$ cat config.mk
export PLATFORM = sky130hd
export DESIGN_NAME = osg_sync_gpio
export DESIGN_NICKNAME = d
export VERILOG_FILES = /design/src/hdl/osg_seq_mem.v /design/src/hdl/osg_sync_gpio.v
export VERILOG_INCLUDE_DIRS = /design/src /design/src/hdl
export SDC_FILE = /design/constraint.sdc
export NUM_CORES = 1
export LEC_CHECK = 0
export ABC_AREA = 1
export BUFFER_PORTS_ARGS = -buffer_cell sky130_fd_sc_hd__buf_2
export CORE_ASPECT_RATIO = 0.75
export CORE_MARGIN = 2
export CORE_UTILIZATION = 23
export CTS_CLUSTER_SIZE = 14
export DETAILED_ROUTE_END_ITERATION = 6
export HOLD_SLACK_MARGIN = 0.15
export PLACE_DENSITY = 0.42
export SLEW_MARGIN = 30
export SYNTH_ARGS = -nofsm -noshare
export SYNTH_HDL_FRONTEND = slang
export SYNTH_SLANG_ARGS = --single-unit
$ cat constraint.sdc
create_clock -name clk_in -period 2 [get_ports clk_in]
set_input_delay 0.4 -clock clk_in [delete_from_list [all_inputs] [get_ports clk_in]]
set_output_delay 0.4 -clock clk_in [all_outputs]
set_load 0.02 [all_outputs]
$ cat src/hdl/osg_map.vh
`ifndef OSG_MAP_VH
`define OSG_MAP_VH
`define OSG_SYNC_CTRL_ADDR     8'h10
`define OSG_SYNC_CTRL_RESET    8'h00
`define OSG_PFS_MSB            3
`define OSG_PFS_LSB            0
`define OSG_MODE_STANDALONE    4'h0
`define OSG_MODE_EXT_CLK       4'h1
`define OSG_MODE_SLAVE         4'h2
`define OSG_MODE_SLAVE_EXT_CLK 4'h3
`define OSG_MODE_MASTER        4'h4
`define OSG_INT_OSC_HZ         32768
`define OSG_CLK_HZ             100000000
`define OSG_INT_TICK_DIV       (`OSG_CLK_HZ / `OSG_INT_OSC_HZ)
`define OSG_SLOT_NONE          4'h0
`define OSG_SLOT_ONE           4'h1
`define OSG_SLOT_THREE         4'h3
`define OSG_SLOT_AMBIENT       4'h9
`define OSG_SLOT_A             4'ha
`define OSG_SLOT_C             4'hc
`define OSG_EXPOSE_TICKS       8'h04
`define OSG_TAG_MSB            23
`define OSG_TAG_LSB            19
`define OSG_DATA_MSB           18
`endif

$ cat src/hdl/osg_seq_mem.v
`timescale 1ns/10ps
module osg_seq_mem (
	input  wire       clk_in,
	input  wire       we_in,
	input  wire [2:0] waddr_in,
	input  wire [3:0] wdata_in,
	input  wire [2:0] raddr_in,
	output reg  [3:0] rdata_out
);
	reg [3:0] mem_reg [0:5];
	always @(posedge clk_in) begin
		if (we_in && waddr_in < 3'd6) begin
			mem_reg[waddr_in] <= wdata_in;
		end
		rdata_out <= (raddr_in < 3'd6) ? mem_reg[raddr_in] : 4'h0;
	end
endmodule

$ cat src/hdl/osg_sync_gpio.v
`timescale 1ns/10ps
`include "osg_map.vh"
module osg_sync_gpio (
	input  wire        clk_in,
	input  wire        resetn_in,
	input  wire        reg_we_in,
	input  wire [7:0]  reg_addr_in,
	input  wire [7:0]  reg_wdata_in,
	output reg  [7:0]  reg_rdata_out,
	input  wire        slot_we_in,
	input  wire [2:0]  slot_addr_in,
	input  wire [3:0]  slot_code_in,
	input  wire        sample_period_in,
	input  wire [18:0] adc_value_in,
	input  wire        aux_pin_one_in,
	output reg         aux_pin_one_out,
	output reg         aux_pin_one_oe_out,
	input  wire        aux_pin_two_in,
	output reg         aux_pin_two_out,
	output reg         aux_pin_two_oe_out,
	output reg         emitter_mux_hi_out,
	output reg         fifo_push_out,
	output reg  [23:0] fifo_word_out,
	output wire        busy_out
);
	localparam ST_IDLE   = 4'b0001;
	localparam ST_FETCH  = 4'b0010;
	localparam ST_EXPOSE = 4'b0100;
	localparam ST_PUSH   = 4'b1000;

	// Ratio truncates; cut to the counter width on purpose
	localparam [31:0] INT_TICK_LAST = `OSG_INT_TICK_DIV - 1;

	function is_mux_slot;
		input [3:0] code;
		begin
			is_mux_slot = (code >= `OSG_SLOT_A) && (code <= `OSG_SLOT_C);
		end
	endfunction

	function is_ext_clk_mode;
		input [3:0] m;
		begin
			is_ext_clk_mode = (m == `OSG_MODE_EXT_CLK) || (m == `OSG_MODE_SLAVE_EXT_CLK);
		end
	endfunction

	function is_slave_mode;
		input [3:0] m;
		begin
			is_slave_mode = (m == `OSG_MODE_SLAVE) || (m == `OSG_MODE_SLAVE_EXT_CLK);
		end
	endfunction

	reg [7:0]  ctrl_reg;
	reg [5:0]  mux_slot_map_reg;
	reg [2:0]  pin_sync_reg [0:1];
	reg [2:0]  slot_rd_addr;
	wire [1:0] pin_raw;
	reg [15:0] osc_cnt_reg;
	reg [3:0]  state_reg;
	reg [3:0]  state_next;
	reg [2:0]  slot_idx_reg;
	reg [4:0]  tag_reg;
	reg [7:0]  expose_cnt_reg;
	reg        mux_active_reg;
	reg        pending_reg;
	reg        master_pulse_reg;
	wire [3:0] slot_code;
	wire [3:0] mode;
	wire       int_tick;
	wire       ext_tick;
	wire       time_tick;
	wire       trigger;
	wire       any_mux;
	wire       start;

	assign mode = ctrl_reg[`OSG_PFS_MSB:`OSG_PFS_LSB];
	assign any_mux = |mux_slot_map_reg;

	osg_seq_mem u_mem (
		.clk_in    (clk_in),
		.we_in     (slot_we_in),
		.waddr_in  (slot_addr_in),
		.wdata_in  (slot_code_in),
		.raddr_in  (slot_rd_addr),
		.rdata_out (slot_code)
	);

	// Register port; only the function field is active
	always @(posedge clk_in) begin
		if (!resetn_in) begin
			ctrl_reg <= `OSG_SYNC_CTRL_RESET;
		end else if (reg_we_in && reg_addr_in == `OSG_SYNC_CTRL_ADDR) begin
			ctrl_reg <= reg_wdata_in;
		end
	end

	always @(posedge clk_in) begin
		if (!resetn_in) begin
			reg_rdata_out <= 8'h00;
		end else begin
			reg_rdata_out <= (reg_addr_in == `OSG_SYNC_CTRL_ADDR) ? ctrl_reg : 8'h00;
		end
	end

	// Tracks which slots hold A-C so needs no memory scan
	always @(posedge clk_in) begin
		if (!resetn_in) begin
			mux_slot_map_reg <= 6'h00;
		end else if (slot_we_in && slot_addr_in < 3'd6) begin
			mux_slot_map_reg[slot_addr_in] <= is_mux_slot(slot_code_in);
		end
	end

	// Memory output is registered, so address the slot the next fetch needs
	always @* begin
		slot_rd_addr = slot_idx_reg;
		if (state_reg == ST_IDLE) begin
			slot_rd_addr = 3'd0;
		end else if (state_reg == ST_PUSH) begin
			slot_rd_addr = slot_idx_reg + 3'd1;
		end
	end

	// Pins are asynchronous; third stage only for edge detect
	assign pin_raw = {aux_pin_two_in, aux_pin_one_in};
	genvar gi;
	generate
		for (gi = 0; gi < 2; gi = gi + 1) begin : g_pin_sync
			always @(posedge clk_in) begin
				if (!resetn_in) begin
					pin_sync_reg[gi] <= 3'b000;
				end else begin
					pin_sync_reg[gi] <= {pin_sync_reg[gi][1:0], pin_raw[gi]};
				end
			end
		end
	endgenerate

	// Internal 32768 Hz tick; ratio truncates, small drift accepted
	always @(posedge clk_in) begin
		if (!resetn_in || int_tick) begin
			osc_cnt_reg <= 16'h0000;
		end else begin
			osc_cnt_reg <= osc_cnt_reg + 16'h0001;
		end
	end
	assign int_tick = (osc_cnt_reg == INT_TICK_LAST[15:0]);

	assign ext_tick = pin_sync_reg[1][1] & ~pin_sync_reg[1][2];
	assign time_tick = is_ext_clk_mode(mode) ? ext_tick : int_tick;
	assign trigger = pin_sync_reg[0][1] & ~pin_sync_reg[0][2];

	// Slave modes start only on a trigger; others on the sample period
	assign start = is_slave_mode(mode) ? trigger : sample_period_in;

	// A start during a running sequence is held for exactly one rerun
	always @(posedge clk_in) begin
		if (!resetn_in) begin
			pending_reg <= 1'b0;
		end else if (start && state_reg != ST_IDLE) begin
			pending_reg <= 1'b1;
		end else if (state_reg == ST_IDLE) begin
			pending_reg <= 1'b0;
		end
	end

	always @* begin
		state_next = state_reg;
		case (state_reg)
			ST_IDLE: begin
				if (start || pending_reg) begin
					state_next = ST_FETCH;
				end
			end
			ST_FETCH: begin
				if (slot_code == `OSG_SLOT_NONE || slot_idx_reg == 3'd6) begin
					state_next = ST_IDLE;
				end else begin
					state_next = ST_EXPOSE;
				end
			end
			ST_EXPOSE: begin
				if (time_tick && expose_cnt_reg == `OSG_EXPOSE_TICKS) begin
					state_next = ST_PUSH;
				end
			end
			ST_PUSH: begin
				state_next = ST_FETCH;
			end
			default: begin
				state_next = ST_IDLE;
			end
		endcase
	end

	// Slots run in order, one entry each, so follow from the table
	always @(posedge clk_in) begin
		if (!resetn_in) begin
			state_reg      <= ST_IDLE;
			slot_idx_reg   <= 3'd0;
			tag_reg        <= 5'h00;
			expose_cnt_reg <= 8'h00;
			mux_active_reg <= 1'b0;
			fifo_push_out  <= 1'b0;
			fifo_word_out  <= 24'h000000;
		end else begin
			state_reg     <= state_next;
			fifo_push_out <= 1'b0;
			case (state_reg)
				ST_IDLE: begin
					slot_idx_reg <= 3'd0;
					tag_reg      <= 5'h00;
				end
				ST_FETCH: begin
					expose_cnt_reg <= 8'h00;
					mux_active_reg <= is_mux_slot(slot_code);
				end
				ST_EXPOSE: begin
					if (time_tick) begin
						expose_cnt_reg <= expose_cnt_reg + 8'h01;
					end
				end
				ST_PUSH: begin
					mux_active_reg <= 1'b0;
					fifo_push_out  <= 1'b1;
					fifo_word_out  <= {tag_reg + 5'h01, adc_value_in};
					tag_reg        <= tag_reg + 5'h01;
					slot_idx_reg   <= slot_idx_reg + 3'd1;
				end
				default: begin
					mux_active_reg <= 1'b0;
				end
			endcase
		end
	end
	assign busy_out = (state_reg != ST_IDLE);

	// Master strobe at sequence start for a slave device
	always @(posedge clk_in) begin
		if (!resetn_in) begin
			master_pulse_reg <= 1'b0;
		end else begin
			master_pulse_reg <= (state_reg == ST_IDLE) && (state_next == ST_FETCH);
		end
	end

	// Pin roles per mode
	always @* begin
		aux_pin_one_out    = 1'b0;
		aux_pin_one_oe_out = 1'b0;
		aux_pin_two_out    = 1'b0;
		aux_pin_two_oe_out = 1'b0;
		emitter_mux_hi_out = mux_active_reg;
		case (mode)
			`OSG_MODE_STANDALONE, `OSG_MODE_EXT_CLK: begin
				aux_pin_one_out    = mux_active_reg;
				aux_pin_one_oe_out = any_mux;
			end
			`OSG_MODE_SLAVE, `OSG_MODE_MASTER: begin
				aux_pin_two_out    = mux_active_reg;
				aux_pin_two_oe_out = any_mux;
				if (mode == `OSG_MODE_MASTER) begin
					aux_pin_one_out    = master_pulse_reg;
					aux_pin_one_oe_out = 1'b1;
				end
			end
			default: begin
				aux_pin_one_oe_out = 1'b0;
			end
		endcase
	end
endmodule

==> results.txt, run 1 <==
Outcome = complete, but fails checks
Violated checks = setup timing
Util after Layout = 0.305
Slew Viols, Final = 0
Setup TNS = -17.9 ps
CTS sink cnt = 120
Multi-input gate area = 2030 sq um
RSZ-0062 raised after global routing = yes
Root Buffer = clkbuf_16
Final GP Congestion = 0.775
Final hold slack = 183 ps
Row Count = 46
Top Usage Layer GRT = met2
Avg Cell Area, Syn = 8.35 sq um
Routed vias = 4109
1st-pass router iterations = 4
Commonest non-fill, non-tap cells in the layout = dfxtp_1 (94), nand2_1 (92), nor2_1 (85), buf_2 (84), inv_1 (53)
Post-Synthesis Cell Area = 4920 sq um
Crit path required time = 1600 ps
Share of layout cells above drive strength 1 = 0.247
Worst EP arrival = 1620 ps
Commonest non-fill, non-tap cell in the layout = dfxtp_1
Cells after Synth = 589
Fillers = 2302
CTS clk-pin slew, worst paths = 50 ps
Largest net degree at the start of global routing = 35
CTS H-tree lvls = 4
Antenna violations before repair = 0
GRT met2 Usage = 0.172
Total CTS buffers = 17
Number of vias per cell = 4.14
Hold_buf cts = 0
FF+latch area = 2650 sq um
Total chip power = 5.93 mW
DIE HEIGHT = 131 um
CP max FO = 2
Area Growth Syn to Fin = 30.6%
Upper clock frequency limit = 0.496 GHz
FF+latch count, synth = 120
EDFF count, synth = 24
R2R depth = 10
Worst slew margin = 0.571
CP Capture Type = output port
Netlist cell types = 35
CORE AREA = 21100 sq um
Placed cells = 956
Die Area = 22600 sq um
Max cap viols = 0
Clk_skew = 9.34 ps
CP dominant cell by count = inv_1
Final hold viol count = 0
I/O pin total = 88
Critical Path Max Stage Delay = 330 ps
Synth Flop Type = dfxtp_1
GR Overflow Total = 0
Max Root-Sink Buffers = 2
Hold path depth = 3
DR WL/cell = 11.8 um
CP Launch Type = register
Nets = 751
Final period util = 1.01
Crit-path cells = nor4_4 > inv_1 > o21ai_1 > inv_1 > or2_4 > inv_2 > buf_6
Final ANT Viol Nets = 0
Later-pin clock latency in the skew report = 410 ps
Final setup margin = -17.9 ps
HP Class = input pin to register
Critical-path top delay cell = dfxtp_2
Met1 Use GR = 0.139
Initial Util = 0.233
GRT Total Usage = 0.109
Sequential share of the synthesized area = 0.537
Async S/R FF share, synth = 0
VDD IR max = 0.000498 V
Fin crit period = 2020 ps
Final setup vio count = 1
IO Port Bufs = 87
Vias in the first global route = 4046
Slew @ Worst Pin = 642 ps
Pwr dens = 923 nW/um^2
DRT iter0 DRCs = 168
Leakage = 2.68 nW
Diode count = 0
Mapped Nets = 646
Synth Warn # = 0
Critical path type = register to output port
Die Span X = 173 um
DR DRC count = 0
Non-Filler Instances = 993
First-pass GRT wire length = 19.6 mm
WL final = 11.8 mm
Met3 Use GR = 0.0339
Clock tree from TritonCTS = done
HPWL after DPL = 8.22 mm
-- logic make-up (layout without fill, tap and decap cells) --
logic type	after synthesis	in the layout	share of synthesized area
buffers and inverters	79	195	0.0641
and+or+nand+nor	274	274	0.255
adders and majority gates	8	8	0.0204
AOI/OAI and AO/OA	98	98	0.105
DFF	120	120	0.537
xor gates and xnor gates	10	10	0.0178
-- metal layers --
metal,vias up,wire [um]
li1,2142,-
met1,1888,5850
met2,69,5320
met3,10,453
met4,0,142
met5,-,0
-- synth_stat cells (3+ instances only) --
library cell,instances,share of area
o21ai_0,44,0.045
nand3_1,47,0.048
nand2_1,95,0.073
nand4_1,6,0.0076
nor3_1,7,0.0071
nor3b_1,4,0.0061
or2_2,5,0.0064
xor2_1,6,0.011
nor2_2,3,0.0038
buf_2,5,0.0051
clkbuf_1,12,0.0092
nand2_2,5,0.0064
xnor2_1,4,0.0071
dfxtp_1,96,0.39
edfxtp_1,24,0.15
a21oi_1,47,0.048
nor4_1,4,0.0051
ha_1,8,0.020
nor2_1,87,0.066
inv_2,5,0.0038
inv_1,54,0.041
-- power breakdown --
group	total (mW)	internal, mW	switching [mW]	leakage, nW
Clock	3.03	1.97	1.06	0.283
Sequential	2.55	2.52	0.0296	0.997
Combinational	0.351	0.132	0.219	1.40
-- layout make-up --
type | count | area share
clock buffers | 21 | 0.0701
clock inverters | 9 | 0.0197
inverters | 60 | 0.0353
multi-input cells | 390 | 0.315
flip-flops and latches | 120 | 0.412
well taps | 288 | 0.0561
repair buffers | 105 | 0.0917
-- through the flow --
step / cell area (sq um) / worst slack (ps)
final: 6420 / -17.9
after global routing: 6420 / -108
after CTS: 6360 / -51.7
after detailed placement: 5710 / 186
after global placement: 5710 / 197
after floorplan: 4920 / 152
-- critical path: cells and delay by family, from the launching register on --
family	cells	cell delay, ps
compound gates	1	70
flops	1	330
simple gates	2	500
buf+inv	4	290
-- timing repair --
| item | 4_1_cts | 5_1_grt |
|---|---|---|
| buffers inserted | 5 | 3 |
| resized for setup | 15 | 11 |
| setup endpoints to repair | 4 | 7 |
| pin swaps | 2 | 3 |
-- final timing paths --
| kind | slack [ps] | endpoint | startpoint |
|---|---|---|---|
| worst min-delay path | 180 | pin_sync_reg[0][0] | aux_pin_one_in |
| worst max-delay path | -20 | aux_pin_two_oe_out | ctrl_reg[0] |
| worst max register to register | 280 | u_mem.rdata_out[1] | state_reg[0] |
| worst min register to register | 430 | pin_sync_reg[1][1] | pin_sync_reg[1][0] |
Power figures use the tool's default switching activity.
==> inputs of run 2 (changes only) <==
--- a/config.mk
+++ b/config.mk
@@ -10,11 +10,11 @@
 export BUFFER_PORTS_ARGS = -buffer_cell sky130_fd_sc_hd__buf_2
 export CORE_ASPECT_RATIO = 0.75
 export CORE_MARGIN = 2
-export CORE_UTILIZATION = 23
+export CORE_UTILIZATION = 30
 export CTS_CLUSTER_SIZE = 14
 export DETAILED_ROUTE_END_ITERATION = 6
 export HOLD_SLACK_MARGIN = 0.15
-export PLACE_DENSITY = 0.42
+export PLACE_DENSITY = 0.5
 export SLEW_MARGIN = 30
 export SYNTH_ARGS = -nofsm -noshare
 export SYNTH_HDL_FRONTEND = slang
==> run 2 against run 1 <==
Effect of this change: the flow still finishes with violations (setup timing); first-iteration DRC count increased by 5.4%; register-to-register slack lost 70 ps; critical path depth rose by 1; design area shrank 1.6%; wire length fell by 5.3%; via count up 0.54%; worst hold slack better by 11 ps; cell count down 8.3%; critical endpoint unchanged.
==> results.txt, run 2 (synthesis gave the netlist of run 1 again) <==
Slew @ Worst Pin = 542 ps
Leakage = 2.64 nW
Area Growth Syn to Fin = 28.5%
CP max FO = 3
CTS clk-pin slew, worst paths = 60 ps
CP dominant cell by count = inv_2
Buffers & Inverters on Critical Path = 5
Final hold viol count = 0
Final Cell Area = 6320 sq um
Violated checks = setup timing
DR WL/cell = 12.2 um
Initial Util = 0.307
Fillers = 1638
CTS sink cnt = 120
GR Overflow Total = 0
IO Port Bufs = 87
Max Root-Sink Buffers = 2
Commonest non-fill, non-tap cells in the layout = nand2_1 (94), dfxtp_1 (94), nor2_1 (85), buf_2 (84), inv_1 (51)
Clock tree from TritonCTS = done
Antenna violations before repair = 0
Final period util = 1.05
Non-Filler Instances = 911
Later-pin clock latency in the skew report = 410 ps
RSZ-0062 raised after global routing = yes
Root Buffer = clkbuf_16
Setup TNS = -125 ps
DRT iter0 DRCs = 177
CORE AREA = 16000 sq um
Die Area = 17400 sq um
I/O pin total = 88
Critical-path top delay cell = dfxtp_2
Nets = 745
Crit path required time = 1600 ps
Diode count = 0
FF+latch area = 2650 sq um
CP Launch Type = register
HP Class = input pin to register
VDD IR max = 0.000521 V
Final setup vio count = 2
Largest net degree at the start of global routing = 35
Pwr dens = 967 nW/um^2
First-pass GRT wire length = 18.9 mm
Final setup margin = -97.4 ps
Multi-input gate area = 2010 sq um
Crit-path cells = inv_2 > nor4_4 > inv_1 > o21ai_2 > inv_2 > or2_4 > inv_2 > buf_6
DR DRC count = 0
R2R Setup Slk = 210 ps
Row Count = 40
Util after Layout = 0.395
Critical Path Max Stage Delay = 340 ps
Fin crit period = 2100 ps
Final GP Congestion = 0.795
CP top delay family = simple AND/OR/NAND/NOR gates
Outcome = complete, but fails checks
HPWL after DPL = 7.78 mm
Worst EP arrival = 1700 ps
Placed cells = 876
Placed Instance Area = 5590 sq um
Max cap viols = 0
Number of vias per cell = 4.53
Routed vias = 4131
Share of layout cells above drive strength 1 = 0.247
GRT Total Usage = 0.135
Upper clock frequency limit = 0.477 GHz
Final ANT Viol Nets = 0
1st-pass router iterations = 4
CTS H-tree lvls = 4
Slew Viols, Final = 0
Clk_skew = 7.32 ps
Worst slew margin = 0.637
CP Capture Type = output port
DIE HEIGHT = 115 um
Critical path type = register to output port
Total CTS buffers = 17
Setup WS pre-CTS = 150 ps
Die Span X = 152 um
WL final = 11.1 mm
Vias in the first global route = 4044
==> run 2: routing by layer <==
layer	track usage	wire length (um)	vias up
met5	0	0	-
met4	0.0467	136	0
met3	0.0486	520	13
met2	0.215	5070	74
met1	0.171	5420	1912
li1	-	-	2132
==> run 2: path summary, 6_finish.rpt <==
check,to,depth (start not counted),from
min reg2reg,pin_sync_reg[1][1],2,pin_sync_reg[1][0]
max,aux_pin_two_oe_out,8,ctrl_reg[2]
max reg2reg,u_mem.rdata_out[1],13,state_reg[3]
min,pin_sync_reg[1][0],3,aux_pin_two_in
==> run 2: worst min-delay path: cells and delay by family <==
family	cells	cell delay [ps]
simple gates	1	50
buf+inv	2	130
==> run 2: layout make-up <==
type / count / share of cell area
Clock buffer: 18 / 0.0679
Inverter: 60 / 0.0358
Tap cell: 210 / 0.0416
Timing Repair Buffer: 99 / 0.0867
Clock inverter: 14 / 0.0309
Multi-Input combinational cell: 390 / 0.319
Sequential cell: 120 / 0.419
==> run 2: per-stage QoR <==
step                hold slack [ps]  power, mW
floorplan                       390       2.81
global placement                401       2.93
detailed placement              412       2.94
CTS                             171       6.18
global route                    178       6.37
finish                          194       6.11
==> run 2: repair_timing <==
item                                    CTS  global route
resized for setup                        21             7
endpoints found under the hold margin     0             0
pin swaps                                 2             2
endpoints found under the setup margin    3             5
setup buffers                             4             2
hold buffers                              0             0
==> run 2: power by group <==
part           total, mW  switching, mW  internal [mW]
combinational      0.344          0.221          0.123
clock               3.22           1.13           2.09
sequential          2.55         0.0291           2.52
total               6.11           1.38           4.74
